`config.mk`:
```
export PLATFORM = sky130hd
export DESIGN_NAME = serial_port
export DESIGN_NICKNAME = d
export VERILOG_FILES = /design/src/shared/serial_port_pkg.sv /design/src/core/serial_port.sv /design/src/core/word_buffer.sv
export SDC_FILE = /design/constraint.sdc
export NUM_CORES = 1
export LEC_CHECK = 0
export BUFFER_PORTS_ARGS = -buffer_cell sky130_fd_sc_hd__clkbuf_2
export CORE_ASPECT_RATIO = 1.75
export CORE_MARGIN = 1.5
export CORE_UTILIZATION = 29
export CTS_CLUSTER_DIAMETER = 200
export DETAILED_ROUTE_END_ITERATION = 8
export GPL_TIMING_DRIVEN = 0
export PLACE_DENSITY = 0.57
export SLEW_MARGIN = 20
export SYNTH_ARGS = -nofsm -noshare
export SYNTH_HDL_FRONTEND = slang
export SYNTH_SLANG_ARGS = --single-unit
```
`constraint.sdc`:
```
create_clock -name clock -period 2.7 [get_ports clock]
set_input_delay 0.54 -clock clock [delete_from_list [all_inputs] [get_ports clock]]
set_output_delay 0.54 -clock clock [all_outputs]
set_load 0.05 [all_outputs]
```
`src/shared/serial_port_pkg.sv`:
```
// Package with constants and carrier types for the converter's serial host port
package serial_port_pkg;
    localparam int          WORD_BITS        = 16;
    localparam logic [4:0]  BIT_COUNT_FULL   = 5'h10;
    localparam logic [15:0] WORD_ZERO        = 16'h0000;
    // Control word fields seen by this port
    localparam int          TWO_WIRE_BIT     = 1;
    localparam int          CONV_START_BIT   = 0;
    // Clock and turnaround timing
    localparam int          CLOCK_PERIOD_NS  = 50;
    localparam int          TURNAROUND_NS    = 100;
    localparam int          TURNAROUND_CYCLES_RAW = TURNAROUND_NS / CLOCK_PERIOD_NS;
    localparam logic [3:0]  TURNAROUND_CYCLES =
        (TURNAROUND_CYCLES_RAW < 1) ? 4'h1 : TURNAROUND_CYCLES_RAW[3:0];
    localparam int          BUF_DEPTH        = 2;

    typedef logic [15:0] word_t;

    // Word plus calibration tag as it moves through the buffer
    typedef struct packed {
        word_t data;
        logic  cal;
    } rx_word_s;

    typedef enum logic [1:0] {
        IDLE    = 2'b00,
        RECEIVE = 2'b01,
        SEND    = 2'b11,
        TURN    = 2'b10
    } dir_state_e;
endpackage

```
`src/core/serial_port.sv`:
```
// Serial host port: three-wire and two-wire framing, shifting and pin direction
`timescale 1ns/1ns
module serial_port
    import serial_port_pkg::*;
(
    input  wire logic     clock,
    input  wire logic     reset_n,
    input  wire logic     sclk,               // Host serial clock, sampled
    input  wire logic     frame_n,            // Frame-sync, active low
    input  wire logic     din_in,             // Data-in pin level (shared pin in two-wire)
    output logic          din_out,
    output logic          din_oe,
    output logic          dout_out,
    output logic          dout_oe,
    input  wire logic     conversion_start_n, // Hardware conversion start pin
    input  wire word_t    tx_word,            // Word to send in the next frame
    input  wire logic     cal_read,           // Calibration read sequence active
    input  wire logic     cal_write,          // Calibration write sequence active
    output logic          rx_valid,
    input  wire logic     rx_ready,
    output rx_word_s      rx_word,
    output logic          tx_taken,           // Pulse when tx_word is loaded
    output logic          two_wire,
    output logic          conv_start          // One-cycle start request
);
    // ***********************************************************
    // Input synchronisers
    // ***********************************************************
    logic [2:0] sclk_s;
    logic [2:0] frame_s;
    logic [2:0] din_s;
    logic [2:0] conv_s;
    logic       sclk_lvl;
    logic       frame_lvl;
    logic       din_lvl;
    logic       conv_lvl;

    // Three stages; a change counts once stages two and three agree
    always_ff @(posedge clock or negedge reset_n)
    begin
        if (!reset_n)
        begin
            sclk_s  <= 3'h7;
            frame_s <= 3'h7;
            din_s   <= 3'h0;
            conv_s  <= 3'h7;
        end
        else
        begin
            sclk_s  <= {sclk_s[1:0], sclk};
            frame_s <= {frame_s[1:0], frame_n};
            din_s   <= {din_s[1:0], din_in};
            conv_s  <= {conv_s[1:0], conversion_start_n};
        end
    end

    // Filtered levels, updated only when the late stages agree
    always_ff @(posedge clock or negedge reset_n)
    begin
        if (!reset_n)
        begin
            sclk_lvl  <= 1'b1;
            frame_lvl <= 1'b1;
            din_lvl   <= 1'b0;
            conv_lvl  <= 1'b1;
        end
        else
        begin
            if (sclk_s[1] == sclk_s[2])   sclk_lvl  <= sclk_s[2];
            if (frame_s[1] == frame_s[2]) frame_lvl <= frame_s[2];
            if (din_s[1] == din_s[2])     din_lvl   <= din_s[2];
            if (conv_s[1] == conv_s[2])   conv_lvl  <= conv_s[2];
        end
    end

    logic next_sclk;
    logic next_frame;
    logic next_conv;
    assign next_sclk  = (sclk_s[1] == sclk_s[2]) ? sclk_s[2] : sclk_lvl;
    assign next_frame = (frame_s[1] == frame_s[2]) ? frame_s[2] : frame_lvl;
    assign next_conv  = (conv_s[1] == conv_s[2]) ? conv_s[2] : conv_lvl;

    logic active;
    logic rise;
    logic fall;
    logic frame_fall;
    logic frame_rise;
    assign active     = !next_frame;
    assign rise       = active && !frame_lvl && next_sclk && !sclk_lvl;
    assign fall       = active && !frame_lvl && !next_sclk && sclk_lvl;
    assign frame_fall = frame_lvl && !next_frame;
    assign frame_rise = !frame_lvl && next_frame;

    // ***********************************************************
    // Shift registers
    // ***********************************************************
    word_t      shift_in;
    word_t      shift_out;
    logic [4:0] rise_count;
    logic       word_done;
    logic       buf_ready;
    // A stalled buffer holds the count, so a word never ends without being stored
    assign word_done = rise && buf_ready && (rise_count == BIT_COUNT_FULL - 5'h1);

    // Capture on rising edges; frame-sync high clears the frame
    always_ff @(posedge clock or negedge reset_n)
    begin
        if (!reset_n)
        begin
            shift_in   <= WORD_ZERO;
            rise_count <= 5'h0;
        end
        else if (next_frame)
        begin
            shift_in   <= WORD_ZERO;
            rise_count <= 5'h0;
        end
        else if (rise && buf_ready)
        begin
            shift_in   <= {shift_in[WORD_BITS-2:0], din_lvl};
            rise_count <= word_done ? 5'h0 : rise_count + 5'h1;
        end
    end

    // Output shifter: MSB first, loaded at frame fall or on the word boundary
    always_ff @(posedge clock or negedge reset_n)
    begin
        if (!reset_n)
        begin
            shift_out <= WORD_ZERO;
            dout_out  <= 1'b0;
            din_out   <= 1'b0;
            tx_taken  <= 1'b0;
        end
        else
        begin
            tx_taken <= 1'b0;
            if (frame_fall)
            begin
                tx_taken <= 1'b1;
                if (!sclk_lvl)
                begin
                    // Clock already low: frame-sync itself shows the MSB, so drop it here
                    shift_out <= {tx_word[WORD_BITS-2:0], 1'b0};
                    dout_out  <= tx_word[WORD_BITS-1];
                    din_out   <= tx_word[WORD_BITS-1];
                end
                else
                    shift_out <= tx_word;
            end
            else if (word_done)
            begin
                shift_out <= tx_word;
                tx_taken  <= 1'b1;
            end
            else if (fall)
            begin
                shift_out <= {shift_out[WORD_BITS-2:0], 1'b0};
                dout_out  <= shift_out[WORD_BITS-1];
                din_out   <= shift_out[WORD_BITS-1];
            end
        end
    end

    // ***********************************************************
    // Received words and control bits
    // ***********************************************************
    rx_word_s in_word;
    logic     in_valid;
    assign in_word.data = {shift_in[WORD_BITS-2:0], din_lvl};
    assign in_word.cal  = cal_write;
    // Every complete word is offered; a full buffer stalls capture instead
    assign in_valid = word_done && buf_ready;

    word_buffer rx_buffer (
        .clock     (clock),
        .reset_n   (reset_n),
        .in_valid  (in_valid),
        .in_ready  (buf_ready),
        .in_word   (in_word),
        .out_valid (rx_valid),
        .out_ready (rx_ready),
        .out_word  (rx_word)
    );

    dir_state_e dir;
    logic [3:0] turn_count;

    // Mode and conversion start come only from written words or the pin
    always_ff @(posedge clock or negedge reset_n)
    begin
        if (!reset_n)
        begin
            two_wire   <= 1'b0;
            conv_start <= 1'b0;
        end
        else
        begin
            conv_start <= 1'b0;
            if (in_valid && !(two_wire && dir == SEND))
            begin
                two_wire <= in_word.data[TWO_WIRE_BIT];
                if (in_word.data[CONV_START_BIT])
                    conv_start <= 1'b1;
            end
            if (conv_lvl && !next_conv)
                conv_start <= 1'b1;
        end
    end

    // ***********************************************************
    // Two-wire pin direction
    // ***********************************************************
    // Direction flips each sixteenth rising edge; calibration holds it
    always_ff @(posedge clock or negedge reset_n)
    begin
        if (!reset_n)
        begin
            dir        <= IDLE;
            turn_count <= 4'h0;
        end
        else
        begin
            case (dir)
                IDLE:
                    if (two_wire && active)
                        dir <= RECEIVE;
                RECEIVE:
                    if (word_done && !cal_write)
                        dir <= SEND;
                SEND:
                    if (word_done && !cal_read)
                    begin
                        dir        <= TURN;
                        turn_count <= TURNAROUND_CYCLES;
                    end
                TURN:
                    if (turn_count == 4'h1)
                        dir <= RECEIVE;
                    else
                        turn_count <= turn_count - 4'h1;
                default:
                    dir <= IDLE;
            endcase
            if (!two_wire)
                dir <= IDLE;
        end
    end

    // Pin enables; frame-sync high floats both data outputs
    assign dout_oe = !two_wire && !frame_lvl;
    assign din_oe  = two_wire && !frame_lvl && (dir == SEND);

    shared_float_a : assert property (@(posedge clock) disable iff (!reset_n)
        frame_lvl |-> !din_oe && !dout_oe) else $error("pin driven with frame high");
    reset_mode_a : assert property (@(posedge clock) disable iff (!reset_n)
        $rose(reset_n) |-> !two_wire) else $error("mode not three-wire");
    idle_clear_a : assert property (@(posedge clock) disable iff (!reset_n)
        next_frame |=> rise_count == 5'h0) else $error("count kept with frame high");
    no_capture_a : assert property (@(posedge clock) disable iff (!reset_n)
        frame_lvl && next_frame |=> $stable(shift_in)) else $error("capture while idle");
    turn_bound_a : assert property (@(posedge clock) disable iff (!reset_n)
        dir == TURN |-> ##[1:15] dir != TURN) else $error("turnaround too long");
    send_after_a : assert property (@(posedge clock) disable iff (!reset_n)
        dir == RECEIVE && word_done && !cal_write && two_wire |=> dir == SEND)
        else $error("no turn to output");
    cal_hold_a : assert property (@(posedge clock) disable iff (!reset_n)
        dir == SEND && cal_read && two_wire |=> dir == SEND) else $error("cal read released");
    dout_frame_a : assert property (@(posedge clock) disable iff (!reset_n)
        !two_wire && !frame_lvl |-> dout_oe) else $error("three-wire output off");
endmodule

```
`src/core/word_buffer.sv`:
```
// Two-entry word buffer with valid and ready on both sides
`timescale 1ns/1ns
module word_buffer
    import serial_port_pkg::*;
(
    input  wire logic     clock,
    input  wire logic     reset_n,
    input  wire logic     in_valid,
    output logic          in_ready,
    input  wire rx_word_s in_word,
    output logic          out_valid,
    input  wire logic     out_ready,
    output rx_word_s      out_word
);
    rx_word_s   store [BUF_DEPTH];
    logic       wr_ptr;
    logic       rd_ptr;
    logic [1:0] fill;

    assign in_ready  = (fill != 2'(BUF_DEPTH));
    assign out_valid = (fill != 2'h0);

    // Read data come straight from a register entry
    assign out_word = store[rd_ptr];

    // Storage write
    always_ff @(posedge clock or negedge reset_n)
    begin
        if (!reset_n)
        begin
            store[0] <= '0;
            store[1] <= '0;
        end
        else if (in_valid && in_ready)
        begin
            store[wr_ptr] <= in_word;
        end
    end

    // Pointers and fill level
    always_ff @(posedge clock or negedge reset_n)
    begin
        if (!reset_n)
        begin
            wr_ptr <= 1'b0;
            rd_ptr <= 1'b0;
            fill   <= 2'h0;
        end
        else
        begin
            if (in_valid && in_ready)
                wr_ptr <= ~wr_ptr;
            if (out_valid && out_ready)
                rd_ptr <= ~rd_ptr;
            fill <= fill + 2'(in_valid && in_ready) - 2'(out_valid && out_ready);
        end
    end

    fill_bound_a : assert property (@(posedge clock) disable iff (!reset_n)
        fill <= 2'(BUF_DEPTH)) else $error("buffer overfilled");
endmodule

```
Yosys cells after proc, flatten, opt, wreduce, memory -nomap -nowiden:

Index checks and enable logic that the tools add are counted.

* $add $sub $neg: 4
* reductions and logical operators: 39
* multiplexer cells: 36
* equal/unequal tests: 18
* magnitude comparators: 3
* bitwise logic cells: 4

Operator list (count)
* $mux W17: 4
* $mux W16: 4
* $bwmux W34: 1
* $mux W15: 2
* $logic_and A1 B1 Y1: 21
* $demux W17 S1: 1
* $mux W5: 3
* $mux W1: 12
* $ne A3 B3 Y1 const B: 4
* $mux W2: 5
* $ne A2 B2 Y1 const B: 5
* $logic_not A1 Y1: 9
* $mux W4: 2
* $pmux W2 S4: 1
* $pmux W4 S2: 1
* $reduce_bool A2 Y1: 4
* $reduce_and A3 Y1: 2
* $add A5 B1 Y5 const B: 1
* $eq A5 B4 Y1 const B: 1
* $eq A1 B1 Y1: 4
* $eq A2 B2 Y1 const B: 2
* $eq A4 B1 Y1 const B: 1
* $ge A2 B2 Y1 const B: 2
* $not A1 Y2: 2
* other kinds (9): 10

* output and inout port bits: 25
* logic and storage cells: 128
* bits of input ports: 25
* bits in registers: 100

Depth between registers and ports, before layout:

* depth in word-level cells: 12
* depth in mapped cells: 8
* gate-level depth less buffers: 7

Cells and area by module:

Synthesis repeated with hierarchy kept, for this count alone.

* cells, all modules: 330
* area total of the unflattened synthesis: 4581.9 sq um

By module, submodules not included
* serial_port: area an instance 2792.7 sq um, cells an instance 221, sequential area each 1566.5 sq um, instances 1
* word_buffer: area an instance 1789.2 sq um, cells an instance 109, sequential area each 950.9 sq um, instances 1

Worst setup path before layout:

Ideal clock, no wire load.

* path type: flip-flop to output port
* from: register two_wire
* to: output port din_oe
* setup slack: 672 ps
* stages on the path, launching flop included: 3
* path buffers: 0
* data required time: 2160 ps
* arrival time: 1488 ps
* cells stage by stage: dfrtp_1 nand3_1 nor2_1

* longest elaborated chain between the ends: 2

Ends and longest elaborated chain
* from (decl): RTL line serial_port.sv:23 `output logic two_wire,`
* from (signal assigned): RTL line serial_port.sv:202 `two_wire <= in_word.data[TWO_WIRE_BIT];`
* $logic_and A1 B1 Y1 (2 in series): RTL line serial_port.sv:252 `assign din_oe = two_wire && !frame_lvl && (dir == SEND);`
* to (decl): RTL line serial_port.sv:12 `output logic din_oe,`

No other way between the ends.

==> run summary <==
The number of antenna violations at the first check in global routing came to 0. The largest clock skew in the final design is 0.007238 ns. Synthesis inferred 100 register bits. The adder and majority gate portion of the synthesized area came out at 0.01847. The die is 167.3 µm tall. The net count of the mapped netlist came out at 388. The min-delay analysis places its worst path in the category in2async.

For this design the ratio of total power to cell area is 713.7 nW/µm². For this run, the detailed router's first-pass iteration total came to 4. The average footprint of a synthesized cell is 12.49 µm². The chip width came out at 96.87 µm. TritonCTS built the clock tree.

The portion of the post-synthesis area used by sequential elements came out at 0.5630. The remaining design rule violation count is 0. Detailed placement finished with a half-perimeter wire length of 7.020 mm. The headroom to the max-slew limit came out at 0.5431. The initial core utilization is 0.2984. The flow ran to the end, and the final reports show no timing, DRC or antenna violations.

The total congestion overflow after global routing came out at 0. The critical path contains buffers and inverters numbering 2 combined. The total number of H-tree levels came out at 3.

The async set or reset register ratio after synthesis came out at 1.000. The total count of max-transition violations in the final report came out at 0. The clock period minus final worst setup slack is 2.531 ns. The cell family with the largest share of critical-path delay is flip-flops. Traced cell by cell, the critical path runs through buf_2, mux2_2, clkbuf_2. Summing every instance area after synthesis gives 4472 µm². Once placement finished, the instance area stood at 4989 µm².

Summed over all layers, the routed wires come to 9.746 mm. The number of cells in the design after placement is 591. The first global-routing pass estimated 16.46 mm of wire. The leakage power came out at 2.524 nW.

The largest individual stage delay along the critical path comes from the cell dfrtp_1. The total number of placement rows came out at 59. The initial DRC count came out at 151. The final instance area came out at 5336 µm². Along the worst path, the maximum fanout reaches 10. The worst setup path is captured at an output port. The critical path's largest stage delay came out at 0.63 ns. The synthesized-area fraction occupied by and/or/nand/nor cells is 0.09205.

Counting the fill cells in the layout gives 1496. Once layout is complete, the cells apart from fillers number 606. The final number of setup-violating endpoints came out at 0. Of the total synthesized cell area, the portion taken by XOR and XNOR cells is 0.01371. Setup repair after global routing left no endpoint under its margin. The distinct cell type count of the synthesized netlist is 50. The overall via count from detail_route came out at 3043. The clock transition time at the flip-flop clock pins of the worst setup and hold paths came out at 0.07 ns.

The category of the worst setup path launch point is a flop. Relative to the synthesized area, the layout overhead comes to 19.33%. During synthesis, Yosys emitted a total of 0 warnings. In the synthesized netlist the dominant register cell turns out to be dfrtp_1. The depth of the worst register-to-register path is 8.

The later pin in the worst-skew pair is clocked with a latency of 0.34 ns. Of the available clock period, the critical path in the final layout requires 0.9374. The die covers 16200 µm².

After clock tree synthesis, the flow added hold-fix buffers numbering 0. The I/O pin count came out at 50. The worst setup path category is reg2out. Counting buffers and inverters, the worst setup path is 3 cells deep. Entering global routing, the biggest net connects 76 pins.

The maximum operating frequency is 395.1 MHz. The worst-case IR drop observed on VDD is 0.0004181 V. The repair_antennas step left the layout with diodes totalling 0. For the pin with the worst max-slew slack, the measured transition is 0.6835 ns. The share of synthesized area spent on multiplexers came out at 0.1645. The aggregate negative setup slack is 0 ns. The placer's final routability congestion estimate came out at 0.8477. The via count of the first global-routing pass came to 3230. The share of layout cells above drive strength 1 is 0.3357. The detail-routed net length per standard cell came out at 16.08 µm. For this run, the post-layout net count is 448. Once detail routing completed, the nets flagged for antenna violations numbered 0. The all-layer global routing usage came out at 0.1276.

During placement, the flow inserted port buffers numbering 49. No sink is reached through more buffers than the 2 on the longest clock path. The fraction of the mapped netlist area in compound gates is 0.1186. The cell count after synthesis is 358.

The area of the core region is 14990 µm². The dominant combinational cell family by area after synthesis is multiplexers. The worst endpoint data arrival time came out at 1.99 ns. STA puts the critical path data required time at 2.16 ns. Clock tree synthesis selected as its root buffer the cell clkbuf_16. The number of hold-slack violations in the final timing report is 0. The total CTS buffers is 9. The number of sinks driven by the clock tree is 100. Max-cap violations in this run came to 0. The number of vias per cell came out at 5.021.

In this run, synthesis inferred 0 flip-flops with an integrated enable.
## through the flow
step / hold WS, ns / worst slack (ns) / util / power, mW
after CTS: 0.06051 / 0.1227 / 0.3561 / 3.866
after global placement: 0.3345 / -0.1667 / 0.3300 / 2.336
final: 0.06899 / 0.1690 / 0.3561 / 3.809
after detailed placement: 0.3364 / 0.07714 / 0.3329 / 2.359
after global routing: 0.06626 / 0.02608 / 0.3561 / 3.995
after floorplan: 0.2444 / 0.6719 / - / 2.156
## state kept, by name, indices dropped and copies added, names as in the netlist
register and count:
rx_buffer.store 34, shift_out 16, shift_in 15, rise_count 5
turn_count 4, conv_s 3, din_s 3, frame_s 3
sclk_s 3, dir 2, rx_buffer.fill 2, conv_lvl 1
conv_start 1, din_lvl 1, dout_out 1, frame_lvl 1
rx_buffer.rd_ptr 1, rx_buffer.wr_ptr 1, sclk_lvl 1, two_wire 1
tx_taken 1
## Yosys cell counts (all sizes together) (3+ instances only)
cell type | number | area, µm²
a21oi | 15 | 75.07
a22o | 13 | 113.9
a2bb2oi | 10 | 87.58
a32o | 3 | 30.03
a41oi | 3 | 26.28
buf | 10 | 68.81
clkbuf | 11 | 41.29
dfrtp | 88 | 2202
dfstp | 12 | 315.3
ha | 5 | 62.56
inv | 6 | 22.52
mux2 | 52 | 585.6
mux2i | 15 | 150.1
nand2 | 13 | 51.30
nand3 | 10 | 50.05
nor2 | 26 | 97.59
nor3 | 4 | 20.02
nor3b | 3 | 22.52
o21ai | 18 | 90.09
o221a | 4 | 45.04
xor2 | 5 | 43.79
## kinds of logic after synthesis
family          Yosys count
fa+ha+maj                 7
buf+inv                  27
flops                   100
simple gates             76
compound gates           74
xor+xnor                  7
mux                      67
## final timing paths
| path | to | slack [ns] | startpoint |
|---|---|---|---|
| hold / removal | din_s[1]$_DFF_PN0_ | 0.07 | reset_n |
| min in group clock | conv_s[0]$_DFF_PN1_ | 0.28 | conversion_start_n |
| max in group asynchronous | conv_lvl$_DFF_PN1_ | 1.96 | reset_n |
| setup reg to reg | rx_buffer.fill[1]$_DFF_PN0_ | 0.28 | rise_count[0]$_DFFE_PN0P_ |
| hold reg to reg | din_s[1]$_DFF_PN0_ | 0.35 | din_s[0]$_DFF_PN0_ |
| setup / recovery | rx_word[10] | 0.17 | rx_buffer.rd_ptr$_DFFE_PN0P_ |
## per-layer routing
| metal | global-route usage | part of all wire |
|---|---|---|
| met1 | 0.1433 | 0.39 |
| met2 | 0.2289 | 0.55 |
| met3 | 0.02796 | 0.032 |
| met4 | 0.05734 | 0.026 |
| met5 | 0 | 0 |
## final cells by class
type | count | area, µm² | area share
inverter | 6 | 22.52 | 0.004220
clock inverter | 5 | 107.6 | 0.02016
sequential | 100 | 2517 | 0.4717
buffer | 20 | 107.6 | 0.02016
clock buffer | 11 | 242.7 | 0.04549
tap | 183 | 229.0 | 0.04291
multi-input combinational | 231 | 1828 | 0.3426
timing repair buffer | 50 | 281.5 | 0.05275
## where the power goes
part	switching [mW]	total [mW]	internal [mW]	leakage (nW)
Combinational	0.331	0.569	0.238	1.07
Clock	0.552	1.49	0.936	0.170
Sequential	0.118	1.75	1.63	1.28
## what timing repair did
action,in CTS,in global routing
setup endpoints to repair,9,0
resized for setup,1,0
setup buffers,0,0
## cells in the final DEF, fill, tap and decap left out, types with 11 or more instances in the layout
cell type and instances:
nor2_1 26, clkbuf_1 11, a21oi_1 15, dfstp_2 12, clkbuf_2 48, mux2i_1 15
dfrtp_1 88, mux2_2 42, a22o_1 13, o21ai_0 18, nand2_1 12
Note: power is estimated with default switching activity, not from simulation.
